==> config.mk <==
export PLATFORM = sky130hd
export DESIGN_NAME = cce_exec
export DESIGN_NICKNAME = d
export VERILOG_FILES = /design/src/cce_pkg.sv /design/src/cce_exec.sv /design/src/cce_regfile.sv
export SDC_FILE = /design/constraint.sdc
export NUM_CORES = 1
export LEC_CHECK = 0
export BUFFER_PORTS_ARGS = -buffer_cell sky130_fd_sc_hd__buf_2
export CAP_MARGIN = 30
export CORE_MARGIN = 2
export CORE_UTILIZATION = 55
export DETAILED_ROUTE_END_ITERATION = 8
export GPL_ROUTABILITY_DRIVEN = 0
export HOLD_SLACK_MARGIN = 0.02
export PLACE_DENSITY_LB_ADDON = 0.2
export SETUP_SLACK_MARGIN = 0.3
export SLEW_MARGIN = 25
export SYNTH_ARGS = -nofsm -noshare
export SYNTH_HDL_FRONTEND = slang
export SYNTH_SLANG_ARGS = --single-unit
==> constraint.sdc <==
create_clock -name i_sys_clk -period 2.8 [get_ports i_sys_clk]
set_input_delay 0.56 -clock i_sys_clk [delete_from_list [all_inputs] [get_ports i_sys_clk]]
set_output_delay 0.56 -clock i_sys_clk [all_outputs]
set_load 0.03 [all_outputs]
==> src/cce_pkg.sv <==
/*
  Package for the clear/complement execute block: opcodes, fields, reset values.
  Assumes a 12-bit instruction word and an 8-bit data path.
*/
package cce_pkg;
  localparam int          INSTR_W       = 12;
  localparam int          DATA_W        = 8;
  localparam int          ADDR_W        = 5;
  localparam int          REGS          = 32;
  localparam int          PRESC_W       = 8;
  localparam int          WDT_W         = 8;
  localparam int          D_BIT         = 5;
  localparam logic [6:0]  CLEAR_FILE_REG_OP_TOP      = 7'h03;
  localparam logic [11:0] CLEAR_WORK_REG_OP_CODE     = 12'h040;
  localparam logic [11:0] CLEAR_WATCHDOG_OP_CODE   = 12'h004;
  localparam logic [5:0]  COMPLEMENT_FILE_REG_OP_TOP      = 6'h09;
  localparam logic [7:0]  ZERO_BYTE     = 8'h00;
  localparam logic [7:0]  W_RESET       = 8'h00;
  localparam logic [7:0]  WDT_RESET     = 8'h00;
  localparam logic [7:0]  PRESC_RESET   = 8'h00;
  localparam int          TICK_TO_RUN   = 1;
  typedef enum logic [2:0] {
    CCE_OP_NONE,
    CCE_OP_CLEAR_FILE_REG_OP,
    CCE_OP_CLEAR_WORK_REG_OP,
    CCE_OP_CLEAR_WATCHDOG_OP,
    CCE_OP_COMPLEMENT_FILE_REG_OP
  } cce_op_t;
endpackage

==> src/cce_exec.sv <==
/*
  Decode and execute for clear-file, clear-working, clear-watchdog and
  complement-file instructions. One instruction per i_instr_valid cycle.
  Assumes the fetch logic presents the register address one cycle early on
  i_next_addr so the file operand is ready when the instruction executes.
*/
`timescale 1ns/1ps
`default_nettype none
module cce_exec
  import cce_pkg::*;
(
  input  wire logic                       i_sys_clk,
  input  wire logic                       i_rstn,
  input  wire logic                       i_instr_valid,
  input  wire logic [cce_pkg::INSTR_W-1:0] i_instr,
  input  wire logic [cce_pkg::ADDR_W-1:0]  i_next_addr,
  input  wire logic                       i_presc_to_wdt,
  input  wire logic                       i_wdt_tick,
  input  wire logic                       i_presc_tick,
  input  wire logic                       i_sleep,
  output logic      [cce_pkg::DATA_W-1:0]  o_work_reg,
  output logic                            o_zero_flag,
  output logic                            o_timeout_status_bit,
  output logic                            o_powerdown_status_bit,
  output logic      [cce_pkg::WDT_W-1:0]   o_watchdog_counter,
  output logic      [cce_pkg::PRESC_W-1:0] o_prescaler,
  output logic                            o_skip_next,
  output logic                            o_done
);
  import cce_pkg::*;

  ////////////////////////////////////////////////////////////////////////////
  // Decode
  function automatic cce_op_t decode(input logic [INSTR_W-1:0] ins);
    if (ins[11:5] == CLEAR_FILE_REG_OP_TOP) begin
      return CCE_OP_CLEAR_FILE_REG_OP;
    end else if (ins == CLEAR_WORK_REG_OP_CODE) begin
      return CCE_OP_CLEAR_WORK_REG_OP;
    end else if (ins == CLEAR_WATCHDOG_OP_CODE) begin
      return CCE_OP_CLEAR_WATCHDOG_OP;
    end else if (ins[11:6] == COMPLEMENT_FILE_REG_OP_TOP) begin
      return CCE_OP_COMPLEMENT_FILE_REG_OP;
    end
    return CCE_OP_NONE;
  endfunction

  cce_op_t                    op;
  logic    [ADDR_W-1:0]       f_addr;
  logic                       d_bit;
  logic    [DATA_W-1:0]       f_data;
  logic    [DATA_W-1:0]       comp_res;

  always_comb begin
    op       = i_instr_valid ? decode(i_instr) : CCE_OP_NONE;
    f_addr   = i_instr[ADDR_W-1:0];
    d_bit    = i_instr[D_BIT];
    comp_res = ~f_data;
  end

  ////////////////////////////////////////////////////////////////////////////
  // File register write path
  logic                we;
  logic [DATA_W-1:0]   wdata;

  always_comb begin
    we    = 1'b0;
    wdata = ZERO_BYTE;
    unique case (op)
      CCE_OP_CLEAR_FILE_REG_OP: begin
        we    = 1'b1;
        wdata = ZERO_BYTE;
      end
      CCE_OP_COMPLEMENT_FILE_REG_OP: begin
        we    = d_bit;
        wdata = comp_res;
      end
      default: begin
        we    = 1'b0;
        wdata = ZERO_BYTE;
      end
    endcase
  end

  cce_regfile #(
    .DW (DATA_W),
    .AW (ADDR_W)
  ) u_rf (
    .i_sys_clk (i_sys_clk),
    .i_we      (we),
    .i_waddr   (f_addr),
    .i_wdata   (wdata),
    .i_raddr   (i_next_addr),
    .o_rdata   (f_data)
  );

  ////////////////////////////////////////////////////////////////////////////
  // Core state
  logic [DATA_W-1:0]  w_q,     w_d;
  logic               z_q,     z_d;
  logic               to_q,    to_d;
  logic               pd_q,    pd_d;
  logic [WDT_W-1:0]   wdt_q,   wdt_d;
  logic [PRESC_W-1:0] psc_q,   psc_d;
  logic               done_q,  done_d;

  always_comb begin
    w_d    = w_q;
    z_d    = z_q;
    to_d   = to_q;
    pd_d   = pd_q;
    wdt_d  = i_wdt_tick ? wdt_q + WDT_W'(TICK_TO_RUN) : wdt_q;
    psc_d  = i_presc_tick ? psc_q + PRESC_W'(TICK_TO_RUN) : psc_q;
    done_d = (op != CCE_OP_NONE);
    // Counter wrap is a watchdog time-out; only clear-watchdog or reset sets the bit again
    if (i_wdt_tick && (wdt_q == {WDT_W{1'b1}})) begin
      to_d = 1'b0;
    end
    if (i_sleep) begin
      pd_d = 1'b0;
    end
    unique case (op)
      CCE_OP_CLEAR_FILE_REG_OP: begin
        z_d = 1'b1;
      end
      CCE_OP_CLEAR_WORK_REG_OP: begin
        w_d = ZERO_BYTE;
        z_d = 1'b1;
      end
      CCE_OP_CLEAR_WATCHDOG_OP: begin
        wdt_d = WDT_RESET;
        if (i_presc_to_wdt) begin
          psc_d = PRESC_RESET;
        end
        to_d = 1'b1;
        pd_d = 1'b1;
      end
      CCE_OP_COMPLEMENT_FILE_REG_OP: begin
        if (!d_bit) begin
          w_d = comp_res;
        end
        z_d = (comp_res == ZERO_BYTE);
      end
      default: begin
      end
    endcase
  end

  always_ff @(posedge i_sys_clk) begin
    if (!i_rstn) begin
      w_q    <= W_RESET;
      z_q    <= 1'b0;
      to_q   <= 1'b1;
      pd_q   <= 1'b1;
      wdt_q  <= WDT_RESET;
      psc_q  <= PRESC_RESET;
      done_q <= 1'b0;
    end else begin
      w_q    <= w_d;
      z_q    <= z_d;
      to_q   <= to_d;
      pd_q   <= pd_d;
      wdt_q  <= wdt_d;
      psc_q  <= psc_d;
      done_q <= done_d;
    end
  end

  // Skip is never requested by these instructions
  logic skip_q;
  always_ff @(posedge i_sys_clk) begin
    skip_q <= 1'b0;
  end

  assign o_work_reg             = w_q;
  assign o_zero_flag            = z_q;
  assign o_timeout_status_bit   = to_q;
  assign o_powerdown_status_bit = pd_q;
  assign o_watchdog_counter     = wdt_q;
  assign o_prescaler            = psc_q;
  assign o_skip_next            = skip_q;
  assign o_done                 = done_q;

  ////////////////////////////////////////////////////////////////////////////
  // Checks
  a_clear_work_reg_op_zero: assert property (@(posedge i_sys_clk) disable iff (!i_rstn)
    op == CCE_OP_CLEAR_WORK_REG_OP |=> (o_work_reg == ZERO_BYTE) && o_zero_flag)
    else $error("clear-working did not zero W and set Z");
  a_clear_file_reg_op_zflag: assert property (@(posedge i_sys_clk) disable iff (!i_rstn)
    op == CCE_OP_CLEAR_FILE_REG_OP |=> o_zero_flag)
    else $error("clear-file did not set Z");
  a_wdt_clear: assert property (@(posedge i_sys_clk) disable iff (!i_rstn)
    op == CCE_OP_CLEAR_WATCHDOG_OP |=> o_watchdog_counter == WDT_RESET)
    else $error("watchdog counter not cleared");
  a_presc_clear: assert property (@(posedge i_sys_clk) disable iff (!i_rstn)
    op == CCE_OP_CLEAR_WATCHDOG_OP && i_presc_to_wdt |=> o_prescaler == PRESC_RESET)
    else $error("prescaler not cleared");
  a_presc_kept: assert property (@(posedge i_sys_clk) disable iff (!i_rstn)
    op == CCE_OP_CLEAR_WATCHDOG_OP && !i_presc_to_wdt && !i_presc_tick
      |=> o_prescaler == $past(o_prescaler))
    else $error("prescaler changed while owned by timer");
  a_status_set: assert property (@(posedge i_sys_clk) disable iff (!i_rstn)
    op == CCE_OP_CLEAR_WATCHDOG_OP |=> o_timeout_status_bit && o_powerdown_status_bit
      && o_zero_flag == $past(o_zero_flag))
    else $error("clear-watchdog status bits wrong");
  a_complement_file_reg_op_zflag: assert property (@(posedge i_sys_clk) disable iff (!i_rstn)
    op == CCE_OP_COMPLEMENT_FILE_REG_OP |=> o_zero_flag == ($past(f_data) == 8'hFF))
    else $error("complement zero flag wrong");
  a_complement_file_reg_op_to_w: assert property (@(posedge i_sys_clk) disable iff (!i_rstn)
    op == CCE_OP_COMPLEMENT_FILE_REG_OP && !d_bit |=> o_work_reg == ~$past(f_data))
    else $error("complement to W wrong");
  a_complement_file_reg_op_keep_w: assert property (@(posedge i_sys_clk) disable iff (!i_rstn)
    op == CCE_OP_COMPLEMENT_FILE_REG_OP && d_bit |=> o_work_reg == $past(o_work_reg))
    else $error("complement to file disturbed W");
  a_one_cycle: assert property (@(posedge i_sys_clk) disable iff (!i_rstn)
    op != CCE_OP_NONE |=> o_done && !o_skip_next)
    else $error("instruction not done in one cycle");
endmodule // cce_exec
`default_nettype wire

==> src/cce_regfile.sv <==
/*
  Small file-register memory with one write port and a registered read port.
  Assumes the read address is presented one cycle before the data is used.
*/
`timescale 1ns/1ps
`default_nettype none
module cce_regfile #(
  parameter int DW = 8,
  parameter int AW = 5
) (
  input  wire logic          i_sys_clk,
  input  wire logic          i_we,
  input  wire logic [AW-1:0] i_waddr,
  input  wire logic [DW-1:0] i_wdata,
  input  wire logic [AW-1:0] i_raddr,
  output logic      [DW-1:0] o_rdata
);
  logic [DW-1:0] mem [2**AW];

  always_ff @(posedge i_sys_clk) begin
    if (i_we) begin
      mem[i_waddr] <= i_wdata;
    end
    // Write-through so a back-to-back read sees fresh data
    if (i_we && (i_waddr == i_raddr)) begin
      o_rdata <= i_wdata;
    end else begin
      o_rdata <= mem[i_raddr];
    end
  end
endmodule // cce_regfile
`default_nettype wire

# After elaboration in Yosys (flattened, before gate mapping)
# Memory sizes are Yosys's and may differ from the RTL's. A register that Yosys moved wholly into a read port is not among the register bits.
# Cells that the tools add are included.
# totals
memories	1
ramBits	256
output_inout_bits	29
regBits	28
word_cells	50
# op_classes
muxes	20
addsub	2
eq_ne	10
n_reduce_logical	8
bitwise	2
# memory_table
memory	words	width	rd	rd_ports_with_merged_regs	write_ports	line	rtl
u_rf.mem	32	8	1	1	1	cce_regfile.sv:18	logic [DW-1:0] mem [2**AW];
# op_table
cell	n
two-way mux 8 bit	5
two-way mux 3 bit	6
adder 8 x 1 -> 8 bit (second input constant)	2
one-hot mux 8 bit (2 select lines)	1
== test 12 x 3 -> 1 bit (second input constant)	1
== test 12 x 7 -> 1 bit (second input constant)	1
== test 8 bit (second input constant)	1
logical NOT 8 bit	1
NOT 8 bit	1
== test 7 x 2 -> 1 bit (second input constant)	1
== test 3 x 2 -> 1 bit (second input constant)	2
== test 6 x 4 -> 1 bit (second input constant)	1
two-way mux 1 bit	6
one-hot mux 1 bit (2 select lines)	2
nonzero test 2 bit	2
OR reduction 2 bit	2
== test 3 x 1 -> 1 bit (second input constant)	1
== test 3 bit (second input constant)	1
nonzero test 3 bit	1
!= test 2 bit (second input constant)	1
AND reduction 2 bit	1
logical AND 1 bit	1
NOT 1 bit	1

# Logic depth before layout (Yosys ltp)
# logic_depth
word_depth	11
mapped_depth	11

# Modules after synthesis
# From an unflattened synthesis, not the netlist that was laid out.
# hier_totals
cells_unflattened	561
hier_area_um2	11298.3
# by_module_without_submodules
module	area_per_inst_um2	instances	cells_per_inst
cce_regfile	9993.3	1	414
cce_exec	1305.0	1	147

# Worst setup path after synthesis
# Ideal clock, no wire load.
# synth_path
kind	input port to flip-flop
start	input i_instr[7] in the netlist's numbering
end	memory u_rf.mem[0][0], data pin
setup_slack_ns	0.038
path_buffers	1
arrival_time_ns	2.411
stages	5
setup_ns	0.351
required_time_ns	2.449
cell_sequence	or4_4 > nor2_4 > nand2_2 > clkbuf_1 > nor2_1
# synth_between
elab_chain_cells	9
elab_cells_between_ends	15
classes_between	eq/ne (5); mux (10)
# synth_lines
item	line	rtl
start, declared	cce_exec.sv:15	input wire logic [cce_pkg::INSTR_W-1:0] i_instr,
== test 6 x 4 -> 1 bit	cce_exec.sv:41	end else if (ins[11:6] == COMPLEMENT_FILE_REG_OP_TOP) begin
two-way mux 1 bit	cce_exec.sv:41	
two-way mux 1 bit	cce_exec.sv:39	end else if (ins == CLEAR_WATCHDOG_OP_CODE) begin
two-way mux 1 bit	cce_exec.sv:37	end else if (ins == CLEAR_WORK_REG_OP_CODE) begin
two-way mux 1 bit	cce_exec.sv:35	if (ins[11:5] == CLEAR_FILE_REG_OP_TOP) begin
two-way mux 3 bit (*)	cce_exec.sv:44	return CCE_OP_NONE;
two-way mux 3 bit (*)	cce_exec.sv:54	op = i_instr_valid ? decode(i_instr) : CCE_OP_NONE;
== test 3 bit (*)	cce_exec.sv:68	unique case (op)
two-way mux 8 bit (*)	cce_exec.sv:68	
net u_rf.i_wdata[0]	cce_regfile.sv:14	input wire logic [DW-1:0] i_wdata,
end, declared	cce_regfile.sv:18	
# The timed path passes the listed nets; every way through them passes the cells marked *.

==> metrics <==
post-synth net total approximately 660; layout cells sized above 1 between 30 and 40%; Cell Area, Synth ~11,000 sq um; Skew-Pair Late Insertion Delay around 0.55 ns; period utilization about nine tenths; WHS 0.114 ns; normalized max-slew margin 47.0%; routed length per placed instance between 20 and 25 um; final setup fails 0; register area share after synthesis between 70% and 80%; Yosys Warn Count 0; Placeable Area between 20,000 and 25,000 sq um; worst path bufs/invs 4; clk buf depth 3; slowest cell delay on critical path between 0.5 and 0.6 ns; Synth Area in Compound Gates under 10%; slowest CP cell mux4_2; #FFs+latches synth ~290; status complete, no violations; Post-Synth XOR/XNOR Area under 10%; max cap viols 0; nets 789; post-synth top area cell edfxtp_1; max reg flops between 200 and 300; Final Util between 60% and 70%; Sum Neg Setup Slack 0 ns; Antenna Cells 0; main flop type after synthesis edfxtp_1; Tmin final about 2.5 ns; Power Dens Cells around 650 nW/um^2; clock root cell clkbuf_16; CP delay by family, top multiplexers; Setup CP Type register to register; Unique masters post-synth 50; Final HPWL DP 16,200 um; pin slew with the least headroom to its limit approximately 0.8 ns; fmax slightly above 400 MHz; post-synthesis simple-gate area fraction approximately 6.6%; Synth Area per Inst 18.0 sq um; worst hold path type input pin to register; Worst EP required 3.18 ns; unrepaired setup endpoints after global routing yes; Congestion Overflow GR 0; Die Span X approximately 150 um; area share of fa/ha/maj cells after synthesis less than 1%; Slew Limit Fails 0; # port buffers around 50; total track usage a little under a quarter; maximum vdd drop between 0.5 and 0.6 mV; WL final between 20,000 and 30,000 um; die area about 22,000 sq um; crit path cell chain buf_16 > buf_12 > mux4_2 > mux2i_2 > a32o_1 > a21oi_1 > buf_4 > nor2_2 > buf_12; drt pass-1 iters 5; DRC 0; die height 148 um; top-count cell post-synth edfxtp_1; vias per cell between 6 and 7; largest reg by FF count u_rf.mem; startpoint types register; CTS H-tree depth 1; Place WS 0.0766 ns; placement row count 52; io pins 53; initial antenna violation count 0; min setup slack post-route 0.336 ns; CTS Buf Count 29; most frequent cells after synthesis 256 x edfxtp_1, 64 x nor2_1, 49 x mux4_2; vias in the first global route 6,278; Starting DRT DRC Count between 700 and 800; Pleak 0.00510 uW; post-route ant nets 0; CTS sink count ~290; CP endpoint kind register; Post-synth ARST share 0%; Hold Fails Final Rpt 0; Starting Density 56.4%; largest family of logic cells by synthesized area multiplexers; Mapped Cells about 640; via count approximately 6,300; WP data arrival 2.84 ns; post-synth top area share 67.2%; Area growth syn-to-layout 18.8%; crit-path max FO 24; CTS tree built; Clock transition at path regs 0.06 ns; largest net degree at the start of global routing 37; global-route wire length before repair ~38,000 um; Clock Skews approximately 0.0084 ns; CP most frequent cell buf_12; CTS Hold Bufs 0; Area contributors post-synth edfxtp_1 67%, mux4_2 9.6%, dfxtp_1 5.8%; post-synthesis mux area share 13.3%; Post-synth EDFFs roughly 260
-- per-layer routing --
layer	wire [um]	vias up	part of all wire, %	GRT usage [%]
met5	0	-	0	0
met4	740	0	2.9	8.00
met1	10500	3227	42	33.1
met3	1760	48	7.0	3.62
li1	-	2794	-	-
met2	12100	269	48	36.9
-- metrics by stage --
step / std cells / total power (uW) / instance area [sq um]
floorplan: 637 / 4980 / 11500
global placement: 989 / 5080 / 12400
detailed placement: 989 / 5080 / 12400
CTS: 1043 / 8810 / 13400
global route: 1055 / 9030 / 13600
finish: 1055 / 8810 / 13600
-- layout by cell type, fill, tap and decap left out, types with 3 or more instances in the layout --
| cell | count |
|---|---|
| clkbuf_16 | 29 |
| clkinv_1 | 6 |
| clkbuf_1 | 3 |
| and2_0 | 3 |
| nor2_2 | 15 |
| a41oi_2 | 4 |
| o21ai_1 | 5 |
| nor2_1 | 48 |
| buf_6 | 3 |
| o31ai_1 | 4 |
| a21oi_1 | 10 |
| mux2i_2 | 3 |
| nor2b_1 | 10 |
| edfxtp_1 | 256 |
| mux2i_1 | 30 |
| nand3b_1 | 4 |
| nand4_1 | 11 |
| clkinv_2 | 6 |
| nand2_1 | 39 |
| xor2_1 | 12 |
| bufinv_16 | 3 |
| and3_1 | 4 |
| a221oi_1 | 3 |
| nor3_1 | 8 |
| a31oi_1 | 4 |
| buf_12 | 8 |
| dfxtp_1 | 31 |
| clkinvlp_4 | 4 |
| a221oi_2 | 5 |
| a32o_1 | 7 |
| buf_2 | 51 |
| mux4_2 | 49 |
| mux4_1 | 3 |
| o221ai_1 | 3 |
| buf_4 | 56 |
-- final cells by class --
| cell class | instances | area [sq um] |
|---|---|---|
| repair buffers | 122 | 972 |
| multi-input cells | 318 | 2990 |
| fillers | 1362 | 6700 |
| well taps | 270 | 338 |
| inverters | 3 | 15.0 |
| flip-flops and latches | 289 | 8350 |
| clock buffers | 32 | 737 |
| clock inverters | 21 | 194 |
-- worst register-to-register path, delay by kind of cell (launching register included) --
| family | cells | cell delay [ns] |
|---|---|---|
| DFF | 1 | 0.42 |
| buffers and inverters | 4 | 0.69 |
| muxes | 2 | 0.74 |
| and+or+nand+nor | 1 | 0.15 |
| AOI/OAI and AO/OA | 2 | 0.29 |
-- repair_timing --
item / 4_1_cts / 5_1_grt
cloned: 1 / 0
setup endpoints to repair: 29 / 168
pin swaps: 0 / 1
resized for setup: 3 / 19
setup buffers: 0 / 12
-- cell families (layout without fill, tap and decap cells) --
| kind of cell | after synthesis | count (layout) |
|---|---|---|
| other | 1 | 1 |
| buffers and inverters | 30 | 178 |
| adders and majority gates | 2 | 2 |
| DFF | 289 | 289 |
| and+or+nand+nor | 159 | 159 |
| AOI/OAI and AO/OA | 56 | 56 |
| xor gates and xnor gates | 14 | 14 |
| muxes | 86 | 86 |
-- report_power, final --
group	internal (uW)	total (uW)	switching [uW]	leakage [uW]
logic	165	376	211	0.00159
clock network	2180	3780	1600	0.000451
registers	4640	4660	21.8	0.00307
-- path summary, 6_finish.rpt --
kind,start,to,slack (ns),cells past startpoint
max reg2reg,register,u_rf.mem[0][4],0.34,9
min,i_next_addr[1],register,0.11,1
max,register,u_rf.mem[0][4],0.34,9
min reg2reg,o_timeout_status_bit,o_timeout_status_bit,0.45,1
No activity file was read; power rests on OpenSTA's default activity.
